<file path="src/logic/bkp_defines.svh">
`ifndef BKP_DEFINES_SVH
`define BKP_DEFINES_SVH

// register addresses, one 16-bit word each; upper half of a 32-bit value first
`define BKP_OFS_ACCESS_KEY_HI 16'h0040
`define BKP_OFS_ACCESS_KEY_LO 16'h0041
`define BKP_OFS_WRITE_KEY_HI 16'h0042
`define BKP_OFS_WRITE_KEY_LO 16'h0043
`define BKP_OFS_RESTORE_HI 16'h0196
`define BKP_OFS_RESTORE_LO 16'h0197
`define BKP_OFS_STORE_HI 16'h0198
`define BKP_OFS_STORE_LO 16'h0199

// industrial network command codes
`define BKP_CODE_RD_ACCESS_KEY 16'h0020
`define BKP_CODE_RD_WRITE_KEY 16'h0021
`define BKP_CODE_WR_ACCESS_KEY 16'h1020
`define BKP_CODE_WR_WRITE_KEY 16'h1021
`define BKP_CODE_RESTORE 16'h30cb
`define BKP_CODE_STORE 16'h30cc

// unlock values and reset values
`define BKP_ACCESS_UNLOCK 32'h01391955
`define BKP_WRITE_UNLOCK 32'h75db9c97
`define BKP_KEY_RESET 32'h00000000

// backup area geometry
`define BKP_DEPTH 16
`define BKP_IDX_W 4
`define BKP_LAST_IDX 4'hf
`define BKP_DATA_W 16

`endif

</file>
<file path="src/logic/bkp_pkg.sv">
`include "bkp_defines.svh"
package bkp_pkg;

	typedef logic [`BKP_IDX_W-1:0] bkp_idx_t;
	typedef logic [`BKP_DATA_W-1:0] bkp_word_t;

	// register port request: one 16-bit register access
	typedef struct packed {
		logic we;
		logic [15:0] addr;
		logic [15:0] wdata;
	} bkp_reg_req_s;

	// network port request: command code with 32-bit data
	typedef struct packed {
		logic [15:0] code;
		logic [31:0] wdata;
	} bkp_net_req_s;

	typedef enum logic [2:0] {
		BKP_IDLE = 3'b001,
		BKP_STORE = 3'b010,
		BKP_RESTORE = 3'b100
	} bkp_state_e;

endpackage

</file>
<file path="src/logic/bkp_backup_mem.sv">
`timescale 1ns/10ps
`include "bkp_defines.svh"
module bkp_backup_mem import bkp_pkg::*; (
	input wire logic clk,
	input wire logic ce,
	input wire logic wr_en,
	input wire bkp_idx_t wr_addr,
	input wire bkp_word_t wr_data,
	input wire bkp_idx_t rd_addr,
	output bkp_word_t rd_data
);
	// no reset on purpose: contents must outlive a reset of the control logic
	bkp_word_t area [`BKP_DEPTH];

	always_ff @(posedge clk) begin
		if (ce && wr_en) begin
			area[wr_addr] <= wr_data;
		end
	end

	assign rd_data = area[rd_addr];

endmodule // bkp_backup_mem

</file>
<file path="src/logic/bkp_key_protect.sv">
`timescale 1ns/10ps
`include "bkp_defines.svh"
// Function
// - readable, writable 32-bit access key register as two 16-bit words at 0040h/0041h.
// - readable, writable 32-bit write key register at the next pair, 0042h/0043h.
// - restore command reloads all backup words into working data; also network code 30CBh.
// - store command copies all working data into backup area; also network code 30CCh.
// - store needs access key 01391955h and write key 75DB9C97h.
// - restore needs only access key 01391955h; write key is ignored.
// - keys reset to zero; network reads and writes them by dedicated codes.
// - data stored in the backup area stays retrievable by a later restore.
module bkp_key_protect import bkp_pkg::*; (
	input wire logic clk,
	input wire logic sys_rst,
	input wire logic ce,
	input wire logic reg_req,
	input wire bkp_reg_req_s reg_cmd,
	output logic reg_ack,
	output logic reg_err,
	output logic [15:0] reg_rdata,
	input wire logic net_req,
	input wire bkp_net_req_s net_cmd,
	output logic net_ack,
	output logic net_err,
	output logic [31:0] net_rdata,
	output bkp_idx_t work_addr,
	output logic work_re,
	output logic work_we,
	output bkp_word_t work_wdata,
	input wire bkp_word_t work_rdata,
	output logic busy,
	output logic done
);

	function automatic logic key_is(input logic [31:0] key, input logic [31:0] value);
		key_is = (key == value);
	endfunction

	function automatic logic [31:0] put_half(input logic [31:0] old, input logic upper, input logic [15:0] w);
		put_half = upper ? {w, old[15:0]} : {old[31:16], w};
	endfunction

	logic [31:0] key_access;
	logic [31:0] key_write;
	logic [31:0] next_key_access;
	logic [31:0] next_key_write;
	bkp_state_e state;
	bkp_state_e next_state;
	bkp_idx_t idx;
	bkp_idx_t next_idx;
	bkp_word_t bk_rdata;

	// register port decode
	wire reg_wr = reg_req & reg_cmd.we;
	wire a_acc_hi = reg_cmd.addr == `BKP_OFS_ACCESS_KEY_HI;
	wire a_acc_lo = reg_cmd.addr == `BKP_OFS_ACCESS_KEY_LO;
	wire a_wr_hi = reg_cmd.addr == `BKP_OFS_WRITE_KEY_HI;
	wire a_wr_lo = reg_cmd.addr == `BKP_OFS_WRITE_KEY_LO;
	wire a_rs_hi = reg_cmd.addr == `BKP_OFS_RESTORE_HI;
	wire a_rs_lo = reg_cmd.addr == `BKP_OFS_RESTORE_LO;
	wire a_st_hi = reg_cmd.addr == `BKP_OFS_STORE_HI;
	wire a_st_lo = reg_cmd.addr == `BKP_OFS_STORE_LO;
	wire a_key = a_acc_hi | a_acc_lo | a_wr_hi | a_wr_lo;
	wire a_cmd = a_rs_hi | a_rs_lo | a_st_hi | a_st_lo;
	wire reg_unmapped = ~(a_key | a_cmd);

	// writing the lower word of a command register fires it; the upper word is a no-op
	wire reg_restore = reg_wr & a_rs_lo;
	wire reg_store = reg_wr & a_st_lo;
	wire reg_cmd_any = reg_restore | reg_store;

	// network port decode
	// a network key write carries all 32 bits at once, so it needs no half-word pairing
	wire c_rd_acc = net_cmd.code == `BKP_CODE_RD_ACCESS_KEY;
	wire c_rd_wr = net_cmd.code == `BKP_CODE_RD_WRITE_KEY;
	wire c_wr_acc = net_cmd.code == `BKP_CODE_WR_ACCESS_KEY;
	wire c_wr_wr = net_cmd.code == `BKP_CODE_WR_WRITE_KEY;
	wire c_restore = net_cmd.code == `BKP_CODE_RESTORE;
	wire c_store = net_cmd.code == `BKP_CODE_STORE;
	wire net_unknown = ~(c_rd_acc | c_rd_wr | c_wr_acc | c_wr_wr | c_restore | c_store);
	wire net_restore = net_req & c_restore;
	wire net_store = net_req & c_store;
	wire net_cmd_any = net_restore | net_store;

	// key checks
	// the idle term refuses a command during a copy rather than restarting it halfway
	wire idle = state == BKP_IDLE;
	wire store_ok = idle & key_is(key_access, `BKP_ACCESS_UNLOCK) & key_is(key_write, `BKP_WRITE_UNLOCK);
	wire restore_ok = idle & key_is(key_access, `BKP_ACCESS_UNLOCK);

	// register port has priority when both ports fire a command in one cycle
	wire reg_go = (reg_store & store_ok) | (reg_restore & restore_ok);
	wire net_go = ~reg_cmd_any & ((net_store & store_ok) | (net_restore & restore_ok));
	wire start_store = (reg_store & store_ok) | (~reg_cmd_any & net_store & store_ok);
	wire start_restore = ~start_store & ((reg_restore & restore_ok) | (~reg_cmd_any & net_restore & restore_ok));

	// refused commands only raise an error; nothing is copied
	wire next_reg_err = reg_req & (reg_unmapped | (reg_cmd_any & ~reg_go));
	wire next_net_err = net_req & (net_unknown | (net_cmd_any & ~net_go));

	// read data; command registers are write-only and read as zero
	wire [15:0] next_reg_rdata = a_acc_hi ? key_access[31:16] :
		a_acc_lo ? key_access[15:0] :
		a_wr_hi ? key_write[31:16] :
		a_wr_lo ? key_write[15:0] : 16'h0000;
	wire [31:0] next_net_rdata = c_rd_acc ? key_access : c_rd_wr ? key_write : 32'h00000000;

	// commands never clear the keys; the host writes zero to lock the area again
	// key updates; register port wins a same-cycle clash with the network
	always_comb begin
		next_key_access = key_access;
		next_key_write = key_write;
		if (net_req && c_wr_acc) begin
			next_key_access = net_cmd.wdata;
		end
		if (net_req && c_wr_wr) begin
			next_key_write = net_cmd.wdata;
		end
		if (reg_wr && (a_acc_hi || a_acc_lo)) begin
			next_key_access = put_half(key_access, a_acc_hi, reg_cmd.wdata);
		end
		if (reg_wr && (a_wr_hi || a_wr_lo)) begin
			next_key_write = put_half(key_write, a_wr_hi, reg_cmd.wdata);
		end
	end

	// copy sequencer: one word per enabled cycle
	// idle parks idx at zero so every copy begins with word 0
	always_comb begin
		next_state = state;
		next_idx = idx;
		unique case (state)
			BKP_IDLE: begin
				next_idx = '0;
				if (start_store) begin
					next_state = BKP_STORE;
				end else if (start_restore) begin
					next_state = BKP_RESTORE;
				end
			end
			BKP_STORE, BKP_RESTORE: begin
				next_idx = bkp_idx_t'(idx + 1'b1);
				if (idx == `BKP_LAST_IDX) begin
					next_state = BKP_IDLE;
				end
			end
			default: begin
				next_state = BKP_IDLE;
				next_idx = '0;
			end
		endcase
	end

	// the backup write takes work_rdata in the same cycle the read address is shown, so the
	// working store must answer work_rdata combinationally from work_addr
	// depth is fixed at 16 words; a larger working set needs a deeper area and a wider idx
	bkp_backup_mem u_mem (
		.clk(clk),
		.ce(ce),
		.wr_en(work_re),
		.wr_addr(work_addr),
		.wr_data(work_rdata),
		.rd_addr(idx),
		.rd_data(bk_rdata)
	);

	always_ff @(posedge clk or posedge sys_rst) begin
		if (sys_rst) begin
			key_access <= `BKP_KEY_RESET;
			key_write <= `BKP_KEY_RESET;
			state <= BKP_IDLE;
			idx <= '0;
		end else if (ce) begin
			key_access <= next_key_access;
			key_write <= next_key_write;
			state <= next_state;
			idx <= next_idx;
		end
	end

	// a refused command still gets its ack, with err set, so the host never waits in vain
	always_ff @(posedge clk or posedge sys_rst) begin
		if (sys_rst) begin
			reg_ack <= 1'b0;
			reg_err <= 1'b0;
			reg_rdata <= 16'h0000;
			net_ack <= 1'b0;
			net_err <= 1'b0;
			net_rdata <= 32'h00000000;
		end else if (ce) begin
			reg_ack <= reg_req;
			reg_err <= next_reg_err;
			reg_rdata <= reg_req ? next_reg_rdata : 16'h0000;
			net_ack <= net_req;
			net_err <= next_net_err;
			net_rdata <= net_req ? next_net_rdata : 32'h00000000;
		end
	end

	always_ff @(posedge clk or posedge sys_rst) begin
		if (sys_rst) begin
			work_addr <= '0;
			work_re <= 1'b0;
			work_we <= 1'b0;
			work_wdata <= '0;
			busy <= 1'b0;
			done <= 1'b0;
		end else if (ce) begin
			work_addr <= idx;
			work_re <= state == BKP_STORE;
			work_we <= state == BKP_RESTORE;
			work_wdata <= bk_rdata;
			busy <= next_state != BKP_IDLE;
			done <= (state != BKP_IDLE) && (next_state == BKP_IDLE);
		end
	end

endmodule // bkp_key_protect

</file>
<file path="config.mk">
export PLATFORM = sky130hd
export DESIGN_NAME = bkp_key_protect
export DESIGN_NICKNAME = d
export VERILOG_FILES = /design/src/logic/bkp_pkg.sv /design/src/logic/bkp_backup_mem.sv /design/src/logic/bkp_key_protect.sv
export VERILOG_INCLUDE_DIRS = /design/src /design/src/logic
export SDC_FILE = /design/constraint.sdc
export NUM_CORES = 1
export LEC_CHECK = 0
export BUFFER_PORTS_ARGS = -buffer_cell sky130_fd_sc_hd__buf_2
export CORE_ASPECT_RATIO = 0.7
export CORE_MARGIN = 4
export CORE_UTILIZATION = 61
export CTS_BUF_LIST = sky130_fd_sc_hd__clkbuf_4 sky130_fd_sc_hd__clkbuf_8
export DETAILED_ROUTE_END_ITERATION = 12
export GPL_ROUTABILITY_DRIVEN = 0
export PLACE_DENSITY_LB_ADDON = 0.08
export SLEW_MARGIN = 25
export SYNTH_ARGS = -nofsm -noshare
export SYNTH_HDL_FRONTEND = slang
export SYNTH_SLANG_ARGS = --single-unit
</file>
<file path="constraint.sdc">
create_clock -name clk -period 13.6 [get_ports clk]
set_input_delay 3.4 -clock clk [delete_from_list [all_inputs] [get_ports clk]]
set_output_delay 3.4 -clock clk [all_outputs]
set_load 0.01 [all_outputs]
</file>
==> impl_metrics.csv <==
group,metric,value,unit
timing,skew,0.01494,ns
place,io_buffers,177,
setup_path,critPathMaxFanout,54,
layout,area_delta_synth_final,14.54,%
status,outcome,"finished clean",
clock_network,root_buffer,"clkbuf_8",
worst_hold_path,hold_class,"register to register",
pwr,leakagePower,7.537,nW
timing,rsz0062_at_grt,"no",
synthesis,syn_avg_cell_area,15.26,sq um
pwr,p_sw,0.5634,mW
synthesis,syn_area,0.01727,sq mm
pwr,power_frac_comb,7.3,%
clock_network,cts.reportedPaths.clkPinSlew,0.06,ns
pwr,power.density,125.8,mW/mm^2
timing,whs,0.5007,ns
setup_path,startpoint,"reg_cmd[16]",
setup_path,arrival,6.83,ns
drt,drt_wl_total,43230,um
clock_network,clock_path_buffers,3,
setup_path,ff2ff_path_depth,4,
timing,worstMarginPinSlew,1.054,ns
drt,antenna_left,0,
drt,wl_per_cell,24.81,um
setup_path,r2r-end,"work_wdata[9]",
synthesis,seq_area_frac_synth,65.82,%
synthesis,yosys_register_bits,403,
synthesis,synthCells,1132,
clock_network,cts_made_buffers,58,
drt,drt_first_pass_iters,6,
clock_network,clock_latency,0.60,ns
drt,initialDrtViolationCount,1524,
clock_network,cts_resized,0,
synthesis,synth_edf_count,256,
pwr,intPower,1.924,mW
pwr,p_clk_share,38.9,%
setup_path,cp-end-kind,"register",
synthesis,ys_dominant_reg_cell,"edfxtp_1",
synthesis,synth_cell_types,59,
clock_network,cts_tree,"built",
timing,finalCriticalPeriod,6.353,ns
drt,routed_via_density,6.409,
global_routing,grt_use_total,27.61,%
timing,hold_violations,0,
clock_network,clock_sinks,403,
synthesis,yosys_warnings,0,
drt,dr_total_vias,11170,
setup_path,required,14.07,ns
setup_path,path_class,"input port to register",
floorplan,rows,51,
clock_network,post_cts_buffers,0,
layout,n_antenna_cell,0,
layout,post-route-util,71.10,%
pwr,pwr-share-seq,53.8,%
job,cap_violations,0,
timing,clock.fmax,0.1574,GHz
layout,drive_above_1_share,34.14,%
setup_path,crit_path_end,"key_access[29]",
timing,tns,0,ns
pwr,power.total,2.488,mW
global_routing,grt_pass1_wl,65810,um
timing,finalCritPeriodShare,46.71,%
clock_network,cts_hold_buffers,0,
clock_network,h-tree-depth,2,
global_routing,antenna_found_initial,0,
floorplan,coreArea,0.02782,sq mm
floorplan,die-area,0.03111,sq mm
drt,drc,0,
synthesis,async_reset_ff_share,36.48,%
timing,slew-limit-headroom,29.74,%
setup_path,r2r-start,"idx[0]",
floorplan,ios,178,
timing,setup_viol,0,
setup_path,setup.worst_path.start_class,"input port",
floorplan,initial_core_util,62.07,%
floorplan,fp.dieH,148.8,um
pwr,switching_share,22.64,%
place,hpwlAfterDp,28340,um
layout,nNetsFinal,1426,
floorplan,die_width,209.1,um
setup_path,rrSetupSlack,10.77,ns
global_routing,grt_max_degree,85,
timing,drv_slew,0,
global_routing,overflow,0,
synthesis,synth_fp_nets,1235,
pwr,ir_drop,0.09035,mV
global_routing,grt_pass1_vias,10990,
## logic make-up after synthesis
logic type	share of synthesized area, %
DFF	65.82
AOI/OAI and AO/OA	8.832
and+or+nand+nor	6.637
muxes	15.51
buffers and inverters	3.079
xor gates and xnor gates	0.05073
adders and majority gates	0.07244
## critical path, cell delays in order
cell and delay (ns):
buf_2 0.07, buf_4 0.56, nand2_1 0.62, nor2_2 0.83
or2_1 0.88, mux2_2 0.43
## cells in the mapped netlist, drive strengths merged, types with 7 or more instances
master / n / share of area (%)
a21oi: 52 / 1.5
a22o: 33 / 1.7
a22oi: 33 / 1.4
a31oi: 17 / 0.62
buf: 12 / 0.49
clkbuf: 62 / 1.3
dfrtp: 146 / 21
edfxtp: 256 / 45
inv: 57 / 1.2
mux2: 56 / 4.1
mux2i: 17 / 0.99
mux4: 80 / 10
nand2: 35 / 0.76
nand2b: 7 / 0.25
nand3: 21 / 0.61
nand4b: 8 / 0.41
nor2: 73 / 1.6
nor3: 10 / 0.29
nor3b: 19 / 0.83
nor4: 8 / 0.29
o2111ai: 17 / 0.86
o21ai: 24 / 0.70
o22ai: 34 / 1.2
## sequential cells by signal, indices dropped and copies added (netlist names)
signal	cells
busy	1
done	1
idx	4
key_access	32
key_write	32
net_ack	1
net_err	1
net_rdata	32
reg_ack	1
reg_err	1
reg_rdata	16
state	3
u_mem.area	256
work_addr	4
work_re	1
work_wdata	16
work_we	1
## cell usage in the layout, fill, tap and decap left out, types with 32 or more instances in the layout
| master | n |
|---|---|
| nand2_1 | 35 |
| a22oi_1 | 32 |
| edfxtp_1 | 256 |
| clkbuf_8 | 67 |
| nor2_1 | 69 |
| a22o_1 | 33 |
| buf_2 | 176 |
| dfrtp_1 | 143 |
| mux4_2 | 80 |
| o22ai_1 | 34 |
| mux2_2 | 36 |
| a21oi_1 | 52 |
| inv_1 | 55 |
## final cells by class
cell class	instances	area (sq um)
Clock buffer	92	1110
Clock inverter	16	72.57
Fill cell	1919	8041
Inverter	57	219.0
Multi-Input combinational cell	598	5435
Sequential cell	403	11370
Tap cell	371	464.2
Timing Repair Buffer	205	1106
## stage by stage
stage / cells / setup WS [ns] / cell area, sq um
2_1_floorplan: 1132 / 6.250 / 17270
6_report: 1742 / 7.247 / 19780
3_3_place_gp: 1634 / 6.578 / 18570
4_1_cts: 1742 / 7.424 / 19770
3_5_place_dp: 1634 / 6.794 / 18590
5_1_grt: 1742 / 7.178 / 19780
## power by group through the flow
stage | combinational [mW] | sequential, mW | clock, mW
detailed placement | 0.182 | 1.36 | 0
finish | 0.181 | 1.34 | 0.968
global route | 0.197 | 1.34 | 1.04
global placement | 0.179 | 1.36 | 0
CTS | 0.183 | 1.34 | 0.985
floorplan | 0.111 | 1.36 | 0
## worst min-delay path by stage
| stage | cells after the start | startpoint | to |
|---|---|---|---|
| 3_5_place_dp | 1 | work_wdata[0] | work_wdata[0] |
| 5_1_grt | 1 | work_wdata[10] | work_wdata[10] |
| 3_3_place_gp | 1 | work_wdata[1] | work_wdata[1] |
| 4_1_cts | 1 | work_wdata[10] | work_wdata[10] |
| 6_report | 1 | work_wdata[10] | work_wdata[10] |
| 2_1_floorplan | 1 | key_access[12] | key_access[12] |
## metal layers
layer  vias to the layer above  track usage [%]  routed length, um
met5                         -                0                  0
met4                         0            5.836                691
met1                      5649            44.05              18820
met2                       618            38.13              18700
li1                       4831                -                  -
met3                        67            8.640               5015
Note: power is estimated with default switching activity, not from simulation.
